--- src/pkg/ledic_params.svh ---
// register offsets, field positions, reset values and timing counts for the led indicator
`ifndef LEDIC_PARAMS_SVH
`define LEDIC_PARAMS_SVH

// ----------------------------------------
// register indices (byte address is index times four)
// ----------------------------------------
`define LEDIC_IDX_FUNC 6'h10
`define LEDIC_IDX_POL 6'h11
`define LEDIC_IDX_TMR 6'h12

// ----------------------------------------
// field positions
// ----------------------------------------
`define LEDIC_FN0_LSB 0
`define LEDIC_FN1_LSB 4
`define LEDIC_MIX0_LSB 8
`define LEDIC_MIX1_LSB 12
`define LEDIC_FORCE_INT_BIT 15
`define LEDIC_STRETCH_LSB 12
`define LEDIC_INTPOL_BIT 11
`define LEDIC_BLINK_LSB 8
`define LEDIC_SPD_OFF_LSB 2
`define LEDIC_SPD_ON_LSB 0

// ----------------------------------------
// reset values
// ----------------------------------------
`define LEDIC_RST_POL 8'h00
`define LEDIC_RST_STRETCH 3'h4
`define LEDIC_RST_SPD 2'h1
`define LEDIC_RST_FN1 4'h1
`define LEDIC_MIX_FULL 4'h8

// ----------------------------------------
// timing
// ----------------------------------------
`define LEDIC_CLK_NS 100
`define LEDIC_MS_NS 1000000
`define LEDIC_MS_CYCLES (`LEDIC_MS_NS / `LEDIC_CLK_NS)

`endif

--- src/pkg/ledic_pkg.sv ---
// types shared by the led indicator design
package ledic_pkg;

	// ----------------------------------------
	// led function codes
	// ----------------------------------------
	typedef enum logic [3:0] {
		FN_LINK = 4'b0000,
		FN_LINK_ACT = 4'b0001,
		FN_SPEED_BURST = 4'b0010,
		FN_ACT_ON = 4'b0011,
		FN_ACT_BLINK = 4'b0100,
		FN_TX_ON = 4'b0101,
		FN_COPPER = 4'b0110,
		FN_GIG = 4'b0111,
		FN_FORCE_OFF = 4'b1000,
		FN_FORCE_BLINK = 4'b1001,
		FN_DUAL1 = 4'b1100,
		FN_DUAL2 = 4'b1110,
		FN_DUAL4 = 4'b1111
	} ledic_fn_e;

	// ----------------------------------------
	// speed burst sequencer
	// ----------------------------------------
	typedef enum logic [1:0] {
		SB_IDLE = 2'b00,
		SB_ON = 2'b01,
		SB_OFF = 2'b10,
		SB_GAP = 2'b11
	} ledic_burst_e;

	typedef logic [11:0] ledic_ms_t;

endpackage

--- src/rtl/ledic_tick_gen.sv ---
// millisecond enable pulse divided from the core clock
`timescale 1ns/10ps
module ledic_tick_gen
	import ledic_pkg::*;
#(
	parameter int MS_CYCLES = 10000
) (
	// clock and reset
	input wire logic core_clk,
	input wire logic sys_rst,
	// control
	input wire logic restart,
	// tick
	output logic msTick
);

	logic [15:0] div_ff;

	always_ff @(posedge core_clk or posedge sys_rst) begin
		if (sys_rst) begin
			div_ff <= 16'h0000;
		end else if (restart || div_ff == 16'(MS_CYCLES - 1)) begin
			div_ff <= 16'h0000;
		end else begin
			div_ff <= div_ff + 16'h0001;
		end
	end

	assign msTick = !restart && div_ff == 16'(MS_CYCLES - 1);

endmodule

--- src/rtl/ledic_ms_timer.sv ---
// retriggerable down counter of millisecond ticks
`timescale 1ns/10ps
module ledic_ms_timer
	import ledic_pkg::*;
(
	// clock and reset
	input wire logic core_clk,
	input wire logic sys_rst,
	// control
	input wire logic msTick,
	input wire logic start,
	input wire ledic_ms_t period,
	// status
	output logic busy,
	output logic done
);

	ledic_ms_t cnt_ff;

	always_ff @(posedge core_clk or posedge sys_rst) begin
		if (sys_rst) begin
			cnt_ff <= 12'h000;
		end else if (start) begin
			cnt_ff <= period;
		end else if (msTick && cnt_ff != 12'h000) begin
			cnt_ff <= cnt_ff - 12'h001;
		end
	end

	assign busy = cnt_ff != 12'h000;
	// done must not look at start: callers restart the timer from done
	assign done = msTick && cnt_ff == 12'h001;

endmodule

--- src/rtl/ledic_core.sv ---
// led indicator control: registers, function decode, timers and pin drive
// ----------------------------------------
// ----------------------------------------
//
// Design decision made here: the Wishbone interface to the registers.
`timescale 1ns/10ps
`include "ledic_params.svh"
module ledic_core
	import ledic_pkg::*;
#(
	parameter int MS_CYCLES = `LEDIC_MS_CYCLES,
	parameter int NUM_LEDS = 2
) (
	// clock and reset
	input wire logic core_clk,
	input wire logic sys_rst,
	input wire logic swRst,
	// straps
	input wire logic [1:0] ledConfigStrap,
	input wire logic irqPolarityStrap,
	// link state
	input wire logic linkUp,
	input wire logic linkCopper,
	input wire logic [1:0] linkSpeed,
	input wire logic rxActive,
	input wire logic txActive,
	input wire logic phyIrqReq,
	// wishbone slave
	input wire logic wb_cyc_i,
	input wire logic wb_stb_i,
	input wire logic wb_we_i,
	input wire logic [7:0] wb_adr_i,
	input wire logic [3:0] wb_sel_i,
	input wire logic [31:0] wb_dat_i,
	output logic [31:0] wb_dat_o,
	output logic wb_ack_o,
	// led pins
	output logic [NUM_LEDS-1:0] ledOut,
	output logic [NUM_LEDS-1:0] ledOe,
	// interrupt pins
	output logic phyIrqOutHigh,
	output logic phyIrqOutLow
);

	// ----------------------------------------
	// registers
	// ----------------------------------------
	logic [3:0] led0Fn_ff;
	logic [3:0] led1Fn_ff;
	logic [3:0] mix0_ff;
	logic [3:0] mix1_ff;
	logic [7:0] ledPol_ff;
	logic forceInt_ff;
	logic [2:0] stretch_ff;
	logic irqPol_ff;
	logic [2:0] blinkRate_ff;
	logic [1:0] spdOff_ff;
	logic [1:0] spdOn_ff;
	logic strapLoad_ff;
	logic ack_ff;
	logic [31:0] rdData_ff;

	logic wbReq;
	logic wbWrite;
	logic selFunc;
	logic selPol;
	logic selTmr;

	assign wbReq = wb_cyc_i && wb_stb_i && !ack_ff;
	assign wbWrite = wbReq && wb_we_i;
	assign selFunc = wb_adr_i[7:2] == `LEDIC_IDX_FUNC;
	assign selPol = wb_adr_i[7:2] == `LEDIC_IDX_POL;
	assign selTmr = wb_adr_i[7:2] == `LEDIC_IDX_TMR;

	// ----------------------------------------
	// bus answer
	// ----------------------------------------
	always_ff @(posedge core_clk or posedge sys_rst) begin
		if (sys_rst) begin
			ack_ff <= 1'b0;
		end else begin
			ack_ff <= wbReq;
		end
	end

	always_ff @(posedge core_clk or posedge sys_rst) begin
		if (sys_rst) begin
			rdData_ff <= 32'h0000_0000;
		end else if (wbReq && !wb_we_i) begin
			rdData_ff <= 32'h0000_0000;
			if (selFunc) begin
				rdData_ff[7:0] <= {led1Fn_ff, led0Fn_ff};
			end else if (selPol) begin
				rdData_ff[15:0] <= {mix1_ff, mix0_ff, ledPol_ff};
			end else if (selTmr) begin
				rdData_ff[15:0] <= {forceInt_ff, stretch_ff, irqPol_ff, blinkRate_ff,
					4'h0, spdOff_ff, spdOn_ff};
			end
		end
	end

	assign wb_ack_o = ack_ff;
	assign wb_dat_o = rdData_ff;

	// ----------------------------------------
	// strap capture one edge after reset release
	// ----------------------------------------
	always_ff @(posedge core_clk or posedge sys_rst) begin
		if (sys_rst) begin
			strapLoad_ff <= 1'b1;
		end else begin
			strapLoad_ff <= 1'b0;
		end
	end

	// function select register
	always_ff @(posedge core_clk or posedge sys_rst) begin
		if (sys_rst) begin
			led0Fn_ff <= FN_DUAL2;
			led1Fn_ff <= `LEDIC_RST_FN1;
		end else if (strapLoad_ff) begin
			led0Fn_ff <= (ledConfigStrap == 2'h0) ? FN_DUAL2 : FN_GIG;
		end else if (wbWrite && selFunc && wb_sel_i[0]) begin
			led0Fn_ff <= wb_dat_i[`LEDIC_FN0_LSB +: 4];
			led1Fn_ff <= wb_dat_i[`LEDIC_FN1_LSB +: 4];
		end
	end

	// polarity and mix register
	always_ff @(posedge core_clk or posedge sys_rst) begin
		if (sys_rst) begin
			mix0_ff <= `LEDIC_MIX_FULL;
			mix1_ff <= `LEDIC_MIX_FULL;
			ledPol_ff <= `LEDIC_RST_POL;
		end else if (strapLoad_ff) begin
			mix0_ff <= ledConfigStrap[1] ? `LEDIC_MIX_FULL : 4'h4;
			mix1_ff <= ledConfigStrap[1] ? `LEDIC_MIX_FULL : 4'h4;
		end else if (wbWrite && selPol) begin
			if (wb_sel_i[0]) begin
				ledPol_ff <= wb_dat_i[7:0];
			end
			if (wb_sel_i[1]) begin
				mix0_ff <= wb_dat_i[`LEDIC_MIX0_LSB +: 4];
				mix1_ff <= wb_dat_i[`LEDIC_MIX1_LSB +: 4];
			end
		end
	end

	// timer control register
	always_ff @(posedge core_clk or posedge sys_rst) begin
		if (sys_rst) begin
			forceInt_ff <= 1'b0;
			stretch_ff <= `LEDIC_RST_STRETCH;
			irqPol_ff <= 1'b0;
			blinkRate_ff <= 3'h1;
			spdOff_ff <= `LEDIC_RST_SPD;
			spdOn_ff <= `LEDIC_RST_SPD;
		end else if (strapLoad_ff) begin
			irqPol_ff <= irqPolarityStrap;
			blinkRate_ff <= (ledConfigStrap == 2'h1) ? 3'h0 : 3'h1;
		end else if (wbWrite && selTmr) begin
			if (wb_sel_i[1]) begin
				forceInt_ff <= wb_dat_i[`LEDIC_FORCE_INT_BIT];
				stretch_ff <= wb_dat_i[`LEDIC_STRETCH_LSB +: 3];
				irqPol_ff <= wb_dat_i[`LEDIC_INTPOL_BIT];
				blinkRate_ff <= wb_dat_i[`LEDIC_BLINK_LSB +: 3];
			end
			if (wb_sel_i[0]) begin
				spdOff_ff <= wb_dat_i[`LEDIC_SPD_OFF_LSB +: 2];
				spdOn_ff <= wb_dat_i[`LEDIC_SPD_ON_LSB +: 2];
			end
		end
	end

	// ----------------------------------------
	// interrupt pins
	// ----------------------------------------
	logic irqActive;

	assign irqActive = forceInt_ff || phyIrqReq;

	always_ff @(posedge core_clk or posedge sys_rst) begin
		if (sys_rst) begin
			phyIrqOutHigh <= 1'b0;
			phyIrqOutLow <= 1'b1;
		end else begin
			phyIrqOutHigh <= !irqPol_ff && irqActive;
			phyIrqOutLow <= !(irqPol_ff && irqActive);
		end
	end

	// ----------------------------------------
	// period tables in milliseconds
	// ----------------------------------------
	function automatic ledic_ms_t spdMs(input logic [1:0] code);
		unique case (code)
			2'h0: spdMs = 12'd84;
			2'h1: spdMs = 12'd170;
			2'h2: spdMs = 12'd340;
			2'h3: spdMs = 12'd670;
		endcase
	endfunction

	// half of the blink period; reserved codes take the slowest rate
	function automatic ledic_ms_t blinkHalfMs(input logic [2:0] code);
		case (code)
			3'h0: blinkHalfMs = 12'd21;
			3'h1: blinkHalfMs = 12'd42;
			3'h2: blinkHalfMs = 12'd85;
			3'h3: blinkHalfMs = 12'd170;
			default: blinkHalfMs = 12'd335;
		endcase
	endfunction

	// lower end of each stretch range
	function automatic ledic_ms_t stretchMs(input logic [2:0] code);
		unique case (code)
			3'h0: stretchMs = 12'd0;
			3'h1: stretchMs = 12'd21;
			3'h2: stretchMs = 12'd42;
			3'h3: stretchMs = 12'd84;
			3'h4: stretchMs = 12'd170;
			3'h5: stretchMs = 12'd340;
			3'h6: stretchMs = 12'd670;
			3'h7: stretchMs = 12'd1300;
		endcase
	endfunction

	// ----------------------------------------
	// timing sources
	// ----------------------------------------
	logic msTick;
	logic blinkBusy;
	logic blinkDone;
	logic blinkPh_ff;
	logic activity;
	logic actStretchBusy;
	logic actShown;

	ledic_tick_gen #(
		.MS_CYCLES(MS_CYCLES)
	) u_tick (
		.core_clk(core_clk),
		.sys_rst(sys_rst),
		.restart(swRst),
		.msTick(msTick)
	);

	ledic_ms_timer u_blink (
		.core_clk(core_clk),
		.sys_rst(sys_rst),
		.msTick(msTick),
		.start(!blinkBusy || blinkDone || swRst),
		.period(blinkHalfMs(blinkRate_ff)),
		.busy(blinkBusy),
		.done(blinkDone)
	);

	always_ff @(posedge core_clk or posedge sys_rst) begin
		if (sys_rst) begin
			blinkPh_ff <= 1'b0;
		end else if (swRst) begin
			blinkPh_ff <= 1'b0;
		end else if (blinkDone) begin
			blinkPh_ff <= !blinkPh_ff;
		end
	end

	assign activity = rxActive || txActive;

	ledic_ms_timer u_stretch (
		.core_clk(core_clk),
		.sys_rst(sys_rst),
		.msTick(msTick),
		.start(activity || swRst),
		.period(swRst ? 12'd0 : stretchMs(stretch_ff)),
		.busy(actStretchBusy),
		.done()
	);

	assign actShown = activity || actStretchBusy;

	// ----------------------------------------
	// speed burst sequencer
	// ----------------------------------------
	ledic_burst_e burst_ff;
	ledic_burst_e nxt_burst;
	logic [1:0] burstLeft_ff;
	logic [1:0] nxt_burstLeft;
	logic spdStart;
	ledic_ms_t spdPeriod;
	logic spdDone;
	logic [1:0] blinksForSpeed;

	assign blinksForSpeed = (linkSpeed == 2'h2) ? 2'h3 : (linkSpeed == 2'h1) ? 2'h2 : 2'h1;

	always_comb begin
		nxt_burst = burst_ff;
		nxt_burstLeft = burstLeft_ff;
		spdStart = 1'b0;
		spdPeriod = spdMs(spdOn_ff);
		if (!linkUp) begin
			nxt_burst = SB_IDLE;
		end else begin
			unique case (burst_ff)
				SB_IDLE: begin
					nxt_burst = SB_ON;
					nxt_burstLeft = blinksForSpeed;
					spdStart = 1'b1;
				end
				SB_ON: begin
					if (spdDone) begin
						nxt_burst = SB_OFF;
						spdStart = 1'b1;
						spdPeriod = spdMs(spdOff_ff);
					end
				end
				SB_OFF: begin
					if (spdDone) begin
						spdStart = 1'b1;
						if (burstLeft_ff > 2'h1) begin
							nxt_burst = SB_ON;
							nxt_burstLeft = burstLeft_ff - 2'h1;
						end else begin
							nxt_burst = SB_GAP;
							spdPeriod = spdMs(2'h3);
						end
					end
				end
				SB_GAP: begin
					if (spdDone) begin
						nxt_burst = SB_IDLE;
					end
				end
			endcase
		end
	end

	always_ff @(posedge core_clk or posedge sys_rst) begin
		if (sys_rst) begin
			burst_ff <= SB_IDLE;
			burstLeft_ff <= 2'h0;
		end else if (swRst) begin
			burst_ff <= SB_IDLE;
			burstLeft_ff <= 2'h0;
		end else begin
			burst_ff <= nxt_burst;
			burstLeft_ff <= nxt_burstLeft;
		end
	end

	ledic_ms_timer u_speed (
		.core_clk(core_clk),
		.sys_rst(sys_rst),
		.msTick(msTick),
		.start(spdStart),
		.period(spdPeriod),
		.busy(),
		.done(spdDone)
	);

	// ----------------------------------------
	// bi-colour blend
	// ----------------------------------------
	logic [2:0] pwm_ff;
	logic mixOn0;
	logic mixOn1;

	always_ff @(posedge core_clk or posedge sys_rst) begin
		if (sys_rst) begin
			pwm_ff <= 3'h0;
		end else begin
			pwm_ff <= pwm_ff + 3'h1;
		end
	end

	assign mixOn0 = {1'b0, pwm_ff} < mix0_ff;
	assign mixOn1 = {1'b0, pwm_ff} < mix1_ff;

	// ----------------------------------------
	// function decode
	// ----------------------------------------
	logic gigLink;
	logic dualMode;
	logic [NUM_LEDS-1:0] ledLit;
	logic led0Single;
	logic led1Single;
	logic dualA;
	logic dualB;

	assign gigLink = linkUp && linkSpeed == 2'h2;
	assign dualMode = led0Fn_ff == FN_DUAL1 || led0Fn_ff == FN_DUAL2 || led0Fn_ff == FN_DUAL4;

	always_comb begin
		led0Single = 1'b0;
		case (led0Fn_ff)
			FN_LINK: led0Single = linkUp;
			FN_LINK_ACT: led0Single = linkUp && !(actShown && blinkPh_ff);
			FN_SPEED_BURST: led0Single = burst_ff == SB_ON;
			FN_ACT_ON: led0Single = actShown;
			FN_ACT_BLINK: led0Single = actShown && blinkPh_ff;
			FN_TX_ON: led0Single = txActive;
			FN_COPPER: led0Single = linkUp && linkCopper;
			FN_GIG: led0Single = gigLink;
			FN_FORCE_OFF: led0Single = 1'b0;
			FN_FORCE_BLINK: led0Single = blinkPh_ff;
			default: led0Single = 1'b0;
		endcase
	end

	always_comb begin
		led1Single = 1'b0;
		case (led1Fn_ff)
			FN_LINK_ACT: led1Single = linkUp && !(actShown && blinkPh_ff);
			FN_ACT_ON: led1Single = actShown;
			FN_ACT_BLINK: led1Single = actShown && blinkPh_ff;
			FN_COPPER: led1Single = linkUp && linkSpeed != 2'h0;
			FN_GIG: led1Single = linkUp && linkSpeed == 2'h1;
			4'b1001: led1Single = 1'b1;
			4'b1011: led1Single = blinkPh_ff;
			default: led1Single = 1'b0;
		endcase
	end

	always_comb begin
		dualA = 1'b0;
		dualB = 1'b0;
		unique case (led0Fn_ff)
			FN_DUAL1: begin
				dualA = gigLink;
				dualB = linkUp && !gigLink;
			end
			FN_DUAL2: begin
				dualA = gigLink && !(actShown && blinkPh_ff);
				dualB = linkUp && !gigLink && !(actShown && blinkPh_ff);
			end
			FN_DUAL4: begin
				dualA = linkUp && mixOn0;
				dualB = linkUp && mixOn1;
			end
			default: begin
				dualA = 1'b0;
				dualB = 1'b0;
			end
		endcase
	end

	always_comb begin
		ledLit = '0;
		ledLit[0] = dualMode ? dualA : led0Single;
		if (dualMode) begin
			ledLit[1] = dualB;
		end else if (ledPol_ff[3:2] == 2'h3) begin
			ledLit[1] = linkUp;
		end else begin
			ledLit[1] = led1Single;
		end
	end

	// ----------------------------------------
	// pin drive
	// ----------------------------------------
	// state then polarity
	genvar gi;
	generate
		for (gi = 0; gi < NUM_LEDS; gi++) begin : g_pin
			always_ff @(posedge core_clk or posedge sys_rst) begin
				if (sys_rst) begin
					ledOut[gi] <= 1'b1;
					ledOe[gi] <= 1'b1;
				end else if (ledLit[gi]) begin
					ledOut[gi] <= ledPol_ff[2*gi];
					ledOe[gi] <= 1'b1;
				end else begin
					ledOut[gi] <= ledPol_ff[2*gi+1] ? 1'b0 : !ledPol_ff[2*gi];
					ledOe[gi] <= !ledPol_ff[2*gi+1];
				end
			end
		end
	endgenerate

endmodule

--- config.mk ---
export PLATFORM = sky130hd
export DESIGN_NAME = ledic_core
export DESIGN_NICKNAME = d
export VERILOG_FILES = /design/src/pkg/ledic_pkg.sv /design/src/rtl/ledic_tick_gen.sv /design/src/rtl/ledic_ms_timer.sv /design/src/rtl/ledic_core.sv
export VERILOG_INCLUDE_DIRS = /design/src /design/src/pkg
export SDC_FILE = /design/constraint.sdc
export NUM_CORES = 1
export LEC_CHECK = 0
export BUFFER_PORTS_ARGS = -buffer_cell sky130_fd_sc_hd__buf_2
export CAP_MARGIN = 10
export CORE_MARGIN = 5
export CORE_UTILIZATION = 55
export DETAILED_ROUTE_END_ITERATION = 7
export HOLD_SLACK_MARGIN = 0.03
export MAX_ROUTING_LAYER = met4
export PLACE_DENSITY_LB_ADDON = 0.08
export SLEW_MARGIN = 20
export SYNTH_ARGS = -nofsm -noshare
export SYNTH_HDL_FRONTEND = slang
export SYNTH_SLANG_ARGS = --single-unit
--- constraint.sdc ---
create_clock -name core_clk -period 4.3 [get_ports core_clk]
set_input_delay 0 -clock core_clk [delete_from_list [all_inputs] [get_ports core_clk]]
set_output_delay 0 -clock core_clk [all_outputs]
set_load 0.02 [all_outputs]
==> impl_metrics.toml, run 1 <==
[drt]
drcViolationCount = 0
drt_iter0_drc = 553
wl_per_cell_um = 16.81
routed_via_density = 5.784
wl_um = 16700
vias = 5744
antenna_left = 0
dr.pass1.iters = 5

[timing]
hold_slack_ns = 0.05680
hold_viol = 0
worstMarginPinSlew_ns = 0.8484
period_share = 0.7024
rsz0062_at_grt = "no"
setup_viol = 0
tns_ns = 0
maxSlewViolCount = 0
finClkSkew_ns = 0.005334
clock.fmax_mhz = 331.1
slew_headroom = 0.4292
fin_crit_ns = 3.020

[setup_path]
slowest_stage = "or4b_1"
crit_fanout = 19
cp-end-kind = "flip-flop"
ff2ff_setup_slack_ns = 1.28
critPathRequiredTime_ns = 4.64
critPathMaxStageDelay_ns = 0.67
reg2reg_depth = 6
critical_path_arrival_ns = 3.36
worstSetupPathType = "reg2reg"
cp-start-kind = "flip-flop"
r2r_start = "u_tick.div_ff[12]"
r2r_end = "u_blink.cnt_ff[1]"
cp_cell_sequence = "or4b_1 > nor4_4 > a211oi_1 > nor2_2 > mux2_2 > a21oi_1"

[hold_path]
min_delay_worst_endpoint = "wb_dat_o[3]"
hp-class = "in2reg"
whs_path_depth = 3
hp-start = "wb_adr_i[3]"

[die]
row_count = 41
dieHeight_um = 122
io_pins = 99
initial_core_util = 0.5534
core_mm2 = 0.01247
die_area_mm2 = 0.01488
die_w_um = 122

[cts]
cts_buffers = 17
path_clk_slew_ns = 0.06
clockBufferDepth = 2
post_cts_buffers = 0
cts_max_level = 4
worstSkewPairLatency_ns = 0.42
tritoncts = "yes"
clockRootBuffer = "clkbuf_16"
cts_sinks = 120

[placement]
port_buffers = 62
dp_hpwl_um = 11910
gp_congestion = 0.9223
post-place-cells = 932

[cells_and_area]
drive_gt1_frac = 0.1937
nets = 889
instances_no_fill = 993
syn_to_final_growth_pct = 18.32
antenna_cells = 0
fillerInstances = 1030

[synth]
synth_edf_count = 0
ys_seq_area_frac = 0.4382
synth_top_area_cell = "dfrtp_1"
synth_flop_cell = "dfrtp_1"
synthCells = 721
synthTopCellsByCount = "104 x dfrtp_1, 85 x nor2_1, 59 x nand2_1"
netlist.area_leader.share = 0.3772
synth_most_common_cell = "dfrtp_1"
syn-cell-area_mm2 = 0.006899
syn_avg_cell_area_um2 = 9.569
postSynth.asyncResetShare = 1.000
ys.warnings.count = 0
synth.distinct_cells = 70
synth_area_leaders = "dfrtp_1 38%, dfstp_2 6.1%, nor2_1 4.6%, mux2i_1 4.4%, mux2_2 3.9%"
ys_ff_latch = 120

[global_route]
grt_pass1_wl_um = 27630
grt-ovfl-total = 0
grt_pass1_vias = 5597
antenna_found_initial = 0
grt_usage = 0.2414
grt_max_degree = 85

[power_and_ir_drop]
peakVddDrop_mv = 0.3168
power_uw = 3252
leakage_uw = 0.003751
powerDensity_mw_per_mm2 = 398.4

[run]
maxCapViolCount = 0

[status]
status = "finished clean"
[cells by family (layout without fill, tap and decap cells)]
logic type               Yosys count  count (layout)  share of synthesized area
flip-flops                       120             120                     0.4382
XOR/XNOR                          30              30                    0.03808
AO/OA/AOI/OAI                    157             157                     0.1542
other                              1              17                  0.0005435
multiplexers                      54              54                    0.08270
adder cells (fa/ha/maj)           21              21                    0.03808
AND/OR/NAND/NOR                  268             268                     0.1993
buffers and inverters             70             154                    0.04897
[routing by layer]
| metal | part of all wire | up-vias | global-route usage |
|---|---|---|---|
| met5 | 0 | - | - |
| met4 | 0.017 | 0 | 0.08053 |
| met3 | 0.051 | 26 | 0.04410 |
| met2 | 0.48 | 184 | 0.3740 |
| met1 | 0.46 | 2794 | 0.3228 |
| li1 | - | 2740 | - |
[stage by stage]
| step | utilization | setup slack (ns) | instance area, um2 |
|---|---|---|---|
| CTS | 0.6546 | 1.290 | 8160 |
| global route | 0.6548 | 1.026 | 8163 |
| finish | 0.6548 | 1.280 | 8163 |
| floorplan | - | 1.141 | 6959 |
| global placement | 0.5841 | 1.375 | 7281 |
| detailed placement | 0.5841 | 1.338 | 7281 |
[sequential cells by signal (all words and copies together) (netlist names), 3 cells and up]
signal,cells
ledPol_ff,8
u_speed.cnt_ff,12
u_stretch.cnt_ff,12
led1Fn_ff,4
u_blink.cnt_ff,12
pwm_ff,3
stretch_ff,3
wb_dat_o,16
mix1_ff,4
u_tick.div_ff,16
mix0_ff,4
led0Fn_ff,4
blinkRate_ff,3
[area by class of cell]
type	count	area, um2	area share
clock inverter	14	150.1	0.01839
tap	172	215.2	0.02636
inverter	27	106.4	0.01303
multi-input combinational	547	3598	0.4408
clock buffer	18	439.2	0.05380
timing repair buffer	95	630.6	0.07725
sequential	120	3023	0.3703
[where the power goes]
group          internal [uW]  switching, uW
combinational            223            311
sequential              1220           99.0
clock                    869            531
[worst max path at each step]
| stage | startpoint | end | slack (ns) | cells after the start |
|---|---|---|---|---|
| 6_report | u_tick.div_ff[12] | u_blink.cnt_ff[1] | 1.28 | 6 |
| 3_5_place_dp | u_tick.div_ff[12] | u_blink.cnt_ff[1] | 1.34 | 6 |
| 5_1_grt | u_tick.div_ff[12] | u_blink.cnt_ff[1] | 1.03 | 6 |
| 2_1_floorplan | sys_rst | blinkPh_ff | 1.14 | 1 |
| 3_3_place_gp | u_tick.div_ff[12] | u_blink.cnt_ff[1] | 1.37 | 6 |
| 4_1_cts | u_tick.div_ff[12] | u_blink.cnt_ff[1] | 1.29 | 6 |
[cell usage in the layout (no fill, tap or decap), drive strengths merged, types with 7 or more instances in the layout]
cell	netlist	layout
a22oi	15	15
nand4	11	11
a22o	11	11
nor2	86	86
o21ai	44	44
nand2b	7	7
nor3	16	16
conb	1	17
a21oi	34	34
a31oi	9	9
inv	27	29
dfrtp	104	104
nor4	13	13
nand2	59	59
mux2	24	24
ha	21	21
buf	21	66
xor2	18	18
nand3	26	26
mux2i	30	30
and3	8	8
nor2b	12	12
dfstp	16	16
clkbuf	22	18
xnor2	12	12
dlygate4sd3	0	29
[critical path: cells and delay by family, from the launching register on]
kind,cells,cell delay (ns)
AOI/OAI and AO/OA,2,0.35
DFF,1,0.42
muxes,1,0.41
and+or+nand+nor,3,1.76
[repair_timing]
action                                 4_1_cts  5_1_grt
hold buffers                                29        0
resized for setup                            0        0
endpoints found under the hold margin      121        0
(Power assumes the default switching activity.)
==> run 2: changes to the inputs <==
--- a/config.mk
+++ b/config.mk
@@ -6,6 +6,7 @@
 export SDC_FILE = /design/constraint.sdc
 export NUM_CORES = 1
 export LEC_CHECK = 0
+export ABC_AREA = 1
 export BUFFER_PORTS_ARGS = -buffer_cell sky130_fd_sc_hd__buf_2
 export CAP_MARGIN = 10
 export CORE_MARGIN = 5
==> constraint.sdc (replaced) <==
create_clock -name core_clk -period 2.9 [get_ports core_clk]
set_input_delay 0 -clock core_clk [delete_from_list [all_inputs] [get_ports core_clk]]
set_output_delay 0 -clock core_clk [all_outputs]
set_load 0.02 [all_outputs]
==> impl_metrics.toml, run 2 <==
[timing]
worstMarginPinSlew_ns = 0.7678
setup_viol = 0
finClkSkew_ns = 0.008414
clock.fmax_mhz = 447.3
tns_ns = 0
period_share = 0.7709
rsz0062_at_grt = "no"
fin_crit_ns = 2.236
maxSlewViolCount = 0
hold_viol = 0
slew_headroom = 0.4816

[drt]
dr.pass1.iters = 7
routed_via_density = 5.204
wl_per_cell_um = 13.97
antenna_left = 0
wl_um = 16810
drt_iter0_drc = 489
vias = 6261
drcViolationCount = 0

[run]
maxCapViolCount = 0

[setup_path]
crit_fanout = 12
critPathBufInv = 3
critical_path_arrival_ns = 2.59
cp-start-kind = "flip-flop"
worstSetupPathType = "reg2reg"
critPathMaxStageDelay_ns = 0.65
cp-end-kind = "flip-flop"
slowest_stage = "dfstp_2"
critPathRequiredTime_ns = 3.25
reg2reg_depth = 6
critical_path.top_delay_family = "buffers and inverters"
ff2ff_setup_slack_ns = 0.66
cp.depth = 6
cp_cell_sequence = "clkinv_1 > nand4_1 > clkinv_1 > nand2_1 > nand2_1 > dlygate4sd3_1"

[synth]
syn_avg_cell_area_um2 = 7.668
ys_ff_latch = 120
syn-cell-area_mm2 = 0.006993
postSynth.asyncResetShare = 1.000
synth.distinct_cells = 53
netlist.area_leader.share = 0.3722
synth_most_common_cell = "nand2_1"
synth_top_area_cell = "dfrtp_1"
ys_seq_area_frac = 0.4323
synthTopCellsByCount = "183 x nand2_1, 128 x inv_1, 112 x nor2_1"
synthCells = 912
synth_flop_cell = "dfrtp_1"
synth_edf_count = 0
synth_area_leaders = "dfrtp_1 37%, nand2_1 9.8%, o21ai_0 7.2%, inv_1 6.9%, dfstp_2 6.0%"
ys.warnings.count = 0

[die]
initial_core_util = 0.5564
die_w_um = 122.8
core_mm2 = 0.01257
io_pins = 99
row_count = 41
die_area_mm2 = 0.01507
dieHeight_um = 122.8

[cts]
post_cts_buffers = 0
clockBufferDepth = 2
cts_resized = 0
tritoncts = "yes"
postCtsHoldBufs = 31
clockRootBuffer = "clkbuf_16"
cts_max_level = 4
cts_buffers = 17
path_clk_slew_ns = 0.06
cts_sinks = 120
worstSkewPairLatency_ns = 0.43

[power_and_ir_drop]
peakVddDrop_mv = 0.4809
powerDensity_mw_per_mm2 = 617.0
leakage_uw = 0.004069

[cells_and_area]
final_cell_mix = "183 x nand2_1, 127 x inv_1, 112 x nor2_1, 104 x dfrtp_1, 101 x o21ai_0"
instances_no_fill = 1203
antenna_cells = 0
fillerInstances = 1066
syn_to_final_growth_pct = 19.91
drive_gt1_frac = 0.1406
multi_input_area_mm2 = 0.003338
nets = 1099
final_common_cell = "nand2_1"
regArea_mm2 = 0.003023

[hold_path]
hp-class = "in2reg"
whs_path_depth = 5

[placement]
dp_hpwl_um = 11950
gp_congestion = 0.8793
post-place-cells = 1140
port_buffers = 62

[global_route]
grt_pass1_vias = 5997
antenna_found_initial = 0
grt_pass1_wl_um = 28060
grt_max_degree = 71
grt-ovfl-total = 0
grt_usage = 0.2422

[status]
status = "finished clean"
==> run 2: changes by cell type after synthesis, moves of 12 or more <==
| cell | previous run | this run |
|---|---|---|
| o21ai_0 | 44 | 101 |
| mux2_2 | 24 | 2 |
| nor2_1 | 85 | 112 |
| nand2_1 | 59 | 183 |
| o22ai_1 | 0 | 15 |
| inv_1 | 27 | 128 |
| clkbuf_1 | 22 | 7 |
| nor2b_1 | 12 | 0 |
| mux2i_1 | 30 | 1 |
==> run 2: metrics by stage <==
step                      power, uW  instance area, um2    util  hold WS, ns  setup WS (ns)
final                          5174                8386  0.6672      0.05102         0.6645
after global routing           5436                8386  0.6672      0.09968         0.5210
after global placement         2935                7462  0.5937      0.05143         0.7835
after CTS                      5199                8386  0.6672      0.04694         0.6778
after floorplan                2713                7057       -      0.07531          1.144
after detailed placement       2947                7462  0.5937      0.05896         0.7567
==> run 2: power by group <==
group | total (uW) | switching (uW) | internal [uW] | leakage (uW)
Combinational | 996 | 638 | 357 | 0.00224
Clock | 2200 | 817 | 1380 | 0.000291
Sequential | 1980 | 145 | 1830 | 0.00154
==> run 2: layout make-up <==
type / count / area share
multi-input combinational: 643 / 0.3981
inverter: 137 / 0.06177
sequential: 120 / 0.3605
clock inverter: 13 / 0.02029
timing repair buffer: 99 / 0.08087
clock buffer: 19 / 0.05282
tap: 172 / 0.02566
==> run 2: layer usage <==
layer	global-route usage	part of all wire	vias up
met5	-	0	-
met4	0.08188	0.016	0
met3	0.05069	0.050	35
met2	0.3792	0.48	151
met1	0.3149	0.46	2897
li1	-	-	3178
==> run 2: path summary, 6_finish.rpt <==
check / from / end
max in group asynchronous: sys_rst / u_speed.cnt_ff[5]
min in group asynchronous: sys_rst / mix1_ff[1]
min reg2reg: irqPol_ff / phyIrqOutHigh
max reg2reg: strapLoad_ff / led1Fn_ff[0]
max: strapLoad_ff / led1Fn_ff[0]
min: linkSpeed[1] / burstLeft_ff[1]
==> run 2: cells by family (layout without fill, tap and decap cells) <==
family	count (synthesis)	after routing	synth area share
compound gates	193	193	0.1551
xor+xnor	19	19	0.02380
fa+ha+maj	21	21	0.03757
buf+inv	165	268	0.09895
flops	120	120	0.4323
mux	5	5	0.008946
other cells	1	17	0.0005363
simple gates	388	388	0.2428
==> run 2: tightest hold or removal path, delay by kind of cell <==
kind | cells | cell delay, ns
compound gates | 2 | 0.15
fa+ha+maj | 1 | 0.12
buf+inv | 1 | 0.09
simple gates | 1 | 0.07
==> run 3: changes to the inputs <==
--- a/config.mk
+++ b/config.mk
@@ -10,7 +10,7 @@
 export BUFFER_PORTS_ARGS = -buffer_cell sky130_fd_sc_hd__buf_2
 export CAP_MARGIN = 10
 export CORE_MARGIN = 5
-export CORE_UTILIZATION = 55
+export CORE_UTILIZATION = 52
 export DETAILED_ROUTE_END_ITERATION = 7
 export HOLD_SLACK_MARGIN = 0.03
 export MAX_ROUTING_LAYER = met4
==> constraint.sdc (replaced) <==
create_clock -name core_clk -period 2 [get_ports core_clk]
set_input_delay 0 -clock core_clk [delete_from_list [all_inputs] [get_ports core_clk]]
set_output_delay 0 -clock core_clk [all_outputs]
set_load 0.02 [all_outputs]
==> impl_metrics.toml, run 3 (synthesis gave the netlist of run 2 again) <==
[die]
initial_core_util = 0.5302
dieHeight_um = 126.0
io_pins = 99
die_w_um = 126.0
core_mm2 = 0.01319
row_count = 42
die_area_mm2 = 0.01587

[cts]
clockBufferDepth = 2
worstSkewPairLatency_ns = 0.43
cts_max_level = 4
cts_buffers = 17
cts_sinks = 120
path_clk_slew_ns = 0.06
tritoncts = "yes"
clockRootBuffer = "clkbuf_16"

[drt]
routed_via_density = 5.125
drt_iter0_drc = 480
dr.pass1.iters = 5
antenna_left = 0
vias = 6329
drcViolationCount = 0
wl_per_cell_um = 13.94
wl_um = 17220

[timing]
fin_crit_ns = 1.886
period_share = 0.9428
hold_viol = 0
slew_headroom = 0.5712
finClkSkew_ns = 0.008987
clock.fmax_mhz = 530.3
setup_viol = 0
worstMarginPinSlew_ns = 0.6431
maxSlewViolCount = 0
setup_slack_ns = 0.1144
hold_slack_ns = 0.05891

[placement]
dp_hpwl_um = 12240
gp_congestion = 0.8757
dp_slack_ns = 0.06948
port_buffers = 62
placed_cell_area_mm2 = 0.007640

[global_route]
grt-ovfl-total = 0
grt_max_degree = 121
grt_usage = 0.2299
grt_pass1_vias = 6013
antenna_found_initial = 3
grt_pass1_wl_um = 28880

[status]
status = "finished clean"

[run]
maxCapViolCount = 0

[hold_path]
hp-class = "in2reg"

[cells_and_area]
syn_to_final_growth_pct = 23.90
final_cell_area_mm2 = 0.008665
drive_gt1_frac = 0.1847
fillerInstances = 1161
fin_util = 0.6569
nets = 1124
final_cell_mix = "178 x nand2_1, 126 x inv_1, 106 x nor2_1, 104 x dfrtp_1, 99 x o21ai_0"
final_common_cell = "nand2_1"

[power_and_ir_drop]
power_uw = 7568
powerDensity_mw_per_mm2 = 873.5
combPwrFrac = 0.201
peakVddDrop_mv = 0.6364
pwr-share-clk = 0.420
leakage_uw = 0.004205
switchingPower_uw = 2439
switching_share = 0.3223
seqPwrFrac = 0.380
internal_power_uw = 5129

[setup_path]
cp-end-kind = "flip-flop"
crit_fanout = 8
worstSetupPathType = "reg2reg"
critPathRequiredTime_ns = 2.34
cp-start-kind = "flip-flop"
critical_path_arrival_ns = 2.22
-- run 3: stage by stage --
step	instances	TNS, ns
after floorplan	928	0
after global placement	1167	0
after detailed placement	1167	0
after CTS	1226	0
after global routing	1235	-0.04936
final	1235	0
-- run 3: final timing paths --
kind	to	from	slack [ns]	cells past startpoint
min in group asynchronous	mix1_ff[0]	sys_rst	0.29	4
max in group asynchronous	u_speed.cnt_ff[2]	sys_rst	1.22	4
hold reg to reg	pwm_ff[0]	pwm_ff[0]	0.47	1
setup / recovery	u_blink.cnt_ff[2]	u_tick.div_ff[1]	0.11	10
hold / removal	burstLeft_ff[1]	linkSpeed[1]	0.06	5
setup reg to reg	u_blink.cnt_ff[2]	u_tick.div_ff[1]	0.11	10
-- run 3: power groups by stage --
| stage | logic [uW] | clock network [uW] | registers (uW) |
|---|---|---|---|
| detailed placement | 1440 | 0 | 2900 |
| finish | 1520 | 3180 | 2870 |
| global placement | 1430 | 0 | 2900 |
| floorplan | 1070 | 0 | 2870 |
| CTS | 1490 | 3210 | 2860 |
| global route | 1750 | 3340 | 2910 |
-- run 3: timing repair --
item                       in CTS  in global routing
hold endpoints to repair      149                  0
setup buffers                   0                  6
setup endpoints to repair       0                 28
gates resized for setup         0                 29
hold buffers                   27                  0
-- run 3: layer usage --
metal / GRT usage / share of wire
met1: 0.2975 / 0.46
met2: 0.3621 / 0.48
met3: 0.06054 / 0.046
met4: 0.05994 / 0.015
met5: - / 0
-- run 3: cell type report --
class,count,area [um2],share of cell area
timing repair buffer,124,855.8,0.09877
antenna,3,7.507,0.0008664
inverter,137,521.8,0.06022
sequential,120,3023,0.3489
clock inverter,15,177.7,0.02051
multi-input combinational,643,3433,0.3962
clock buffer,17,425.4,0.04910
tap,176,220.2,0.02542
-- run 3: critical path, cell delays in order (launching register included) --
cell,delay [ns]
dfrtp_1,0.41
ha_4,0.17
nand3_4,0.09
nor2_2,0.12
inv_1,0.08
nor2_4,0.13
nor2_1,0.08
nand2_2,0.20
clkinvlp_4,0.15
buf_4,0.17
a22oi_1,0.19
